==> config.mk <==
export PLATFORM = sky130hd
export DESIGN_NAME = flh_io3_logic
export DESIGN_NICKNAME = d
export VERILOG_FILES = /design/src/flh_pkg.sv /design/src/flh_io3_logic.sv /design/src/flh_sync.sv
export VERILOG_INCLUDE_DIRS = /design/src
export SDC_FILE = /design/constraint.sdc
export NUM_CORES = 1
export LEC_CHECK = 0
export BUFFER_PORTS_ARGS = -buffer_cell sky130_fd_sc_hd__buf_2
export CORE_MARGIN = 2
export CORE_UTILIZATION = 44
export CTS_CLUSTER_SIZE = 30
export DETAILED_ROUTE_END_ITERATION = 8
export GPL_TIMING_DRIVEN = 0
export PLACE_DENSITY_LB_ADDON = 0.12
export SLEW_MARGIN = 10
export SYNTH_ARGS = -nofsm -noshare
export SYNTH_HDL_FRONTEND = slang
export SYNTH_SLANG_ARGS = --single-unit
==> constraint.sdc <==
create_clock -name ref_clk_in -period 3.3 [get_ports ref_clk_in]
set_input_delay 0.99 -clock ref_clk_in [delete_from_list [all_inputs] [get_ports ref_clk_in]]
set_output_delay 0.99 -clock ref_clk_in [all_outputs]
set_load 0.005 [all_outputs]
==> src/flh_defs.svh <==
// Constants for the fourth data line pin logic of the serial flash
// Function
// [RULE1] While paused, ignore clock and input data, float the serial output.
// [RULE2] Host starts a pause only with chip select low and clock low.
// [RULE3] Pause only suspends the interface; no deselect, reset or engine abort.
// [RULE4] Quad program data phase samples line three on each clock rise.
// [RULE5] Quad read data phase drives line three, updated on each clock fall.
// [RULE6] Quad enable clear: pin is pause or reset per third status bit 7.
// [RULE7] Quad enable set: pause and reset off, pin carries data only.
// [RULE8] Quad enable lives in the second status register, enabling quad transfers.
// [RULE9] Reset role with pin low aborts command, interface returns idle deselected.
`ifndef FLH_DEFS_SVH
`define FLH_DEFS_SVH

// Status register field positions
`define FLH_SR2_QE_BIT        1
`define FLH_SR3_HOLD_RST_BIT  7

// Reset values of the registered outputs
`define FLH_RST_IO3_VAL       1'b1
`define FLH_RST_IO3_OE        1'b0
`define FLH_RST_SO_FLOAT      1'b1
`define FLH_RST_IF_RESET      1'b1

// Synchroniser depth for pin inputs
`define FLH_SYNC_STAGES       2

`endif

==> src/flh_pkg.sv <==
// Types shared by the fourth data line pin logic
`default_nettype none

package flh_pkg;

  // Role the pin plays at a given moment
  typedef enum logic [1:0] {
    FLH_ROLE_PAUSE,
    FLH_ROLE_RESET,
    FLH_ROLE_DATA
  } flh_role_t;

  // Pause state of the serial interface
  typedef enum logic [0:0] {
    FLH_RUN,
    FLH_PAUSED
  } flh_pause_t;

  typedef struct packed {
    logic       sck_prev;
    flh_role_t  role;
    flh_pause_t pause;
    logic       io3_val;
    logic       io3_oe;
    logic       rx_bit;
    logic       rx_valid;
    logic       sck_rise;
    logic       sck_fall;
    logic       so_float;
    logic       if_reset;
    logic       abort;
  } flh_state_t;

endpackage : flh_pkg

`default_nettype wire

==> src/flh_io3_logic.sv <==
// Fourth data line logic: pause, pin reset and quad data line three
`include "flh_defs.svh"
`default_nettype none

module flh_io3_logic (
  // Clock and reset
  input  wire logic       ref_clk_in,
  input  wire logic       reset_in,
  // Serial pins from the host
  input  wire logic       sck_in,
  input  wire logic       cs_n_in,
  input  wire logic       data_line_three_in,
  // Configuration from the status registers
  input  wire logic [7:0] status2_in,
  input  wire logic [7:0] status3_in,
  // Command core phase and read data
  input  wire logic       quad_write_phase_in,
  input  wire logic       quad_read_phase_in,
  input  wire logic       io3_tx_bit_in,
  // Pin drive
  output logic            data_line_three_out,
  output logic            data_line_three_oe_out,
  // To the command core
  output logic            sck_rise_out,
  output logic            sck_fall_out,
  output logic            io3_rx_bit_out,
  output logic            io3_rx_valid_out,
  output logic            so_float_out,
  output logic            pause_active_out,
  output logic            if_reset_out,
  output logic            abort_out
);

  ////////////////////////////////////////////////////////////////////////
  // Pin synchronisation

  logic [2:0] pins_sync;
  logic       sck_s;
  logic       cs_n_s;
  logic       io3_s;

  flh_sync #(
    .WIDTH (3)
  ) u_sync (
    .ref_clk_in (ref_clk_in),
    .reset_in   (reset_in),
    .async_in   ({sck_in, cs_n_in, data_line_three_in}),
    .sync_out   (pins_sync)
  );

  assign sck_s  = pins_sync[2];
  assign cs_n_s = pins_sync[1];
  assign io3_s  = pins_sync[0];

  ////////////////////////////////////////////////////////////////////////
  // Role decode

  function automatic flh_pkg::flh_role_t flh_role_of(input logic [7:0] sr2,
                                                     input logic [7:0] sr3);
    // [RULE8] Quad enable bit
    if (sr2[`FLH_SR2_QE_BIT]) begin
      // [RULE7] Data only role
      return flh_pkg::FLH_ROLE_DATA;
    end
    // [RULE6] Pause or reset select
    if (sr3[`FLH_SR3_HOLD_RST_BIT]) begin
      return flh_pkg::FLH_ROLE_RESET;
    end
    return flh_pkg::FLH_ROLE_PAUSE;
  endfunction : flh_role_of

  // Shared by both clock edges so rise and fall can never gate differently
  function automatic logic flh_edge_pass(input logic                edge_seen,
                                         input logic                sel,
                                         input logic                pin_rst,
                                         input flh_pkg::flh_pause_t pause_now);
    return edge_seen && sel && !pin_rst && (pause_now == flh_pkg::FLH_RUN);
  endfunction : flh_edge_pass

  ////////////////////////////////////////////////////////////////////////
  // State

  flh_pkg::flh_state_t state_reg;
  flh_pkg::flh_state_t state_next;
  logic                rise;
  logic                fall;
  logic                selected;
  logic                in_reset;

  always_comb begin
    state_next          = state_reg;
    state_next.sck_prev = sck_s;
    state_next.role     = flh_role_of(status2_in, status3_in);
    state_next.abort    = 1'b0;
    state_next.rx_valid = 1'b0;
    selected            = !cs_n_s;
    rise                = sck_s && !state_reg.sck_prev;
    fall                = !sck_s && state_reg.sck_prev;
    // [RULE9] Pin reset holds interface idle
    in_reset = (state_reg.role == flh_pkg::FLH_ROLE_RESET) && !io3_s;
    unique case (state_reg.pause)
      flh_pkg::FLH_RUN: begin
        // [RULE2] Pause needs select and clock low
        if (state_reg.role == flh_pkg::FLH_ROLE_PAUSE && !io3_s && selected && !sck_s) begin
          state_next.pause = flh_pkg::FLH_PAUSED;
        end
      end
      flh_pkg::FLH_PAUSED: begin
        // Resume on line high waits for clock low so no half edge slips through
        if (state_reg.role != flh_pkg::FLH_ROLE_PAUSE || !selected || (io3_s && !sck_s)) begin
          state_next.pause = flh_pkg::FLH_RUN;
        end
      end
    endcase
    if (state_next.role != flh_pkg::FLH_ROLE_PAUSE) begin
      state_next.pause = flh_pkg::FLH_RUN;
    end
    // [RULE1] Gate clock edges while paused
    state_next.sck_rise = flh_edge_pass(rise, selected, in_reset, state_next.pause);
    state_next.sck_fall = flh_edge_pass(fall, selected, in_reset, state_next.pause);
    // [RULE1] Serial output floats while paused
    state_next.so_float = !selected || in_reset
                          || state_next.pause == flh_pkg::FLH_PAUSED;
    // [RULE3] Pause leaves select and engines alone
    state_next.if_reset = !selected || in_reset;
    // [RULE9] Abort pulse on entry to pin reset
    state_next.abort = in_reset && !state_reg.if_reset;
    // [RULE4] Capture line three on rise
    if (state_next.sck_rise && state_reg.role == flh_pkg::FLH_ROLE_DATA
        && quad_write_phase_in) begin
      state_next.rx_bit   = io3_s;
      state_next.rx_valid = 1'b1;
    end
    // [RULE5] Drive line three, update on fall
    state_next.io3_oe = selected && state_reg.role == flh_pkg::FLH_ROLE_DATA
                        && quad_read_phase_in;
    if (state_next.io3_oe && (state_next.sck_fall || !state_reg.io3_oe)) begin
      state_next.io3_val = io3_tx_bit_in;
    end else if (!state_next.io3_oe) begin
      state_next.io3_val = `FLH_RST_IO3_VAL;
    end
  end

  always_ff @(posedge ref_clk_in) begin
    if (reset_in) begin
      state_reg          <= '0;
      state_reg.sck_prev <= 1'b1;
      state_reg.role     <= flh_pkg::FLH_ROLE_PAUSE;
      state_reg.pause    <= flh_pkg::FLH_RUN;
      state_reg.io3_val  <= `FLH_RST_IO3_VAL;
      state_reg.io3_oe   <= `FLH_RST_IO3_OE;
      state_reg.so_float <= `FLH_RST_SO_FLOAT;
      state_reg.if_reset <= `FLH_RST_IF_RESET;
    end else begin
      state_reg <= state_next;
    end
  end

  ////////////////////////////////////////////////////////////////////////
  // Outputs straight from the state register

  assign data_line_three_out    = state_reg.io3_val;
  assign data_line_three_oe_out = state_reg.io3_oe;
  assign sck_rise_out           = state_reg.sck_rise;
  assign sck_fall_out           = state_reg.sck_fall;
  assign io3_rx_bit_out         = state_reg.rx_bit;
  assign io3_rx_valid_out       = state_reg.rx_valid;
  assign so_float_out           = state_reg.so_float;
  assign pause_active_out       = (state_reg.pause == flh_pkg::FLH_PAUSED);
  assign if_reset_out           = state_reg.if_reset;
  assign abort_out              = state_reg.abort;

endmodule : flh_io3_logic

`default_nettype wire

==> src/flh_sync.sv <==
// Two-flop synchroniser for the asynchronous pin inputs
`default_nettype none

module flh_sync #(
  parameter int WIDTH = 3
) (
  // Clock and reset
  input  wire logic             ref_clk_in,
  input  wire logic             reset_in,
  // Pins in, synchronised copies out
  input  wire logic [WIDTH-1:0] async_in,
  output logic      [WIDTH-1:0] sync_out
);

  logic [WIDTH-1:0] meta_reg;

  // Idle pin levels: clock, chip select and line three all high
  always_ff @(posedge ref_clk_in) begin
    if (reset_in) begin
      meta_reg <= {WIDTH{1'b1}};
      sync_out <= {WIDTH{1'b1}};
    end else begin
      meta_reg <= async_in;
      sync_out <= meta_reg;
    end
  end

endmodule : flh_sync

`default_nettype wire

==> out/summary.txt <==
status: finished, final reports clean
post-synthesis xor/xnor area fraction: 0
core box area: 0.001301 mm^2
Async S/R FF share, synth: 0
setup TNS: 0 ps
Max Clk Rate: 578.6 MHz
Clk Latency, worst-skew pair: 290 ps
Post-DP Area: 720.7 um^2
worst-margin pin slew: 343.5 ps
Root Buffer Master: clkbuf_4
top cell type's share of synthesized area: 0.6268
nets@finish: 104
drt total wl: 903 um
vias in the first global route: 373
fin crit share: 0.5238
Crit path max-delay family: flip-flops
Syn Area/Cell: 10.84 um^2
largest net degree at the start of global routing: 12
Overflow after GRT: 0
Final Skew: 7.343 ps
Via density: 4.617
Clock transition at path regs: 100 ps
Site Rows: 13
Synth Area in Simple Gates: 0.2990
post-synthesis sequential area ratio: 0.6268
WHS Path Cells: 1
mux cell area share after synthesis: 0.03299
maximum buffer depth of the clock tree: 2
initial antenna violation count: 0
worst reg2reg path depth: 3
CP Launch Type: flip-flop
max-cap check violation count: 0
CP peak stage delay: 340 ps
Reg2Reg Capture Point: data_line_three_out
Die H: 41.14 um
Initial Util: 0.4663
CP cell instances: buf_2
synth unique cells: 20
RePlAce Congestion: 0.7621
endpoints failing setup: 0
R2R Setup Slk: 2080 ps
layout cells sized above 1: 0.3038
DRT Pass-1 Iters: 2
Max-slew headroom: 0.7710
Adder-Cell Fraction of Synth Area: 0
Vias: 434
Hold Buf Count CTS: 0
die area: 0.001692 mm^2
ys flop type: dfxtp_1
WP buf/inv: 1
CTS Buf Count: 3
Hold Vio Cnt, Final: 0
PortBufs: 19
Worst Path Max Fanout: 2
Crit path depth: 1
CTS tree: done
Resized Gates After CTS: 0
Initial DRC Count: 3
dominant cell by count in the synthesized netlist: dfxtp_1
Post-Synthesis Cells: 56
H-tree levels: 1
post-synthesis register bit count: 19
gr usage total: 0.1382
Crit Path Category: flip-flop to output pin
EDFF count, synth: 0
CTS sink count: 19
Worst Path Arrival: 740 ps
I/O pin count: 34
ANT nets after route: 0
Pins Over Slew Limit: 0
Compound-Gate Fraction of Synth Area: 0.02887
worst min path class: flip-flop to flip-flop
Hold Path Origin: u_sync.meta_reg[2]
end of the worst hold path: u_sync.sync_out[2]
maximum vdd drop: 281.4 uV
Setup crit end kind: output pin
RSZ-0062 raised after global routing: false
slowest library cell on the worst path: dfxtp_1
Lkg Pwr: 0.3209 nW
WP data required: 2310 ps
cell area after synthesis: 606.8 um^2
pwr/cell area: 486.1 mW/mm^2
largest area contributor in the netlist: dfxtp_1
die width: 41.14 um
Crit Reg-Reg Startpoint: u_sync.sync_out[0]
post-CTS setup buffers: 0
largest family of logic cells by synthesized area: simple AND/OR/NAND/NOR gates
Area Growth Syn to Fin: 23.30%
Post-synth top cells: dfxtp_1 (19), or2_1 (7), nor2_1 (6), nor2b_1 (5)
Routed WL per cell: 9.606 um
syn nets: 80
number of synthesis warnings: 0
Tmin final: 1728 ps
synth top area cells: dfxtp_1 (63%), or2_1 (7.2%), nor2b_1 (5.2%)
n_diodes: 0
post-route cell area: 748.2 um^2
DRC viols: 0
first-pass GRT wire length: 1442 um
-- cell families after synthesis --
group / Yosys count
compound gates: 2
buf+inv: 2
flops: 19
simple gates: 31
mux: 2
-- stage by stage --
stage               power, mW  hold slack, ps  instances  setup WS [ps]    util
floorplan              0.2502           383.2         56           1511       -
global placement       0.2589           385.1         90           1291  0.5538
detailed placement     0.2593           388.7         90           1282  0.5538
CTS                    0.3717           414.9         94           1548  0.5750
global route           0.3835           427.2         94           1510  0.5750
finish                 0.3637           410.7         94           1572  0.5750
-- per-layer routing --
metal  track usage  up-vias  routed length [um]
met5             0        -                   0
met3       0.03261        2                  54
met4        0.1210        0                  11
met2        0.2266       13                 436
li1              -      230                   -
met1        0.1457      189                 401
-- worst max path at each step --
stage | from | end
floorplan | status3_in[7] | data_line_three_out
CTS | if_reset_out | if_reset_out
global placement | status2_in[1] | data_line_three_out
finish | if_reset_out | if_reset_out
detailed placement | status3_in[7] | data_line_three_out
global route | if_reset_out | if_reset_out
-- cell type report --
type / instances / area, um^2
Fill cell: 123 / 553.0
Sequential cell: 19 / 380.4
Multi-Input combinational cell: 35 / 219.0
Timing Repair Buffer: 19 / 95.09
Clock buffer: 3 / 22.52
Tap cell: 15 / 18.77
Clock inverter: 1 / 5.005
Buffer: 1 / 3.754
Inverter: 1 / 3.754
-- cells in the final DEF, fill, tap and decap left out, drive strengths merged --
cell type,n
dfxtp,19
buf,19
or2,7
nor2,6
nor2b,5
clkbuf,4
nand3,2
nor3,2
mux2i,2
or3b,1
and2,1
nor4,1
o21ai,1
nand2,1
nor3b,1
and3,1
and4b,1
nand2b,1
inv,1
a31oi,1
nand4b,1
clkinv,1
-- where the power goes --
part | switching, mW | internal, mW | total (mW)
clock | 0.0650 | 0.0450 | 0.110
combinational | 0.00720 | 0.00874 | 0.0159
sequential | 0.00282 | 0.235 | 0.238
(Power assumes the default switching activity.)
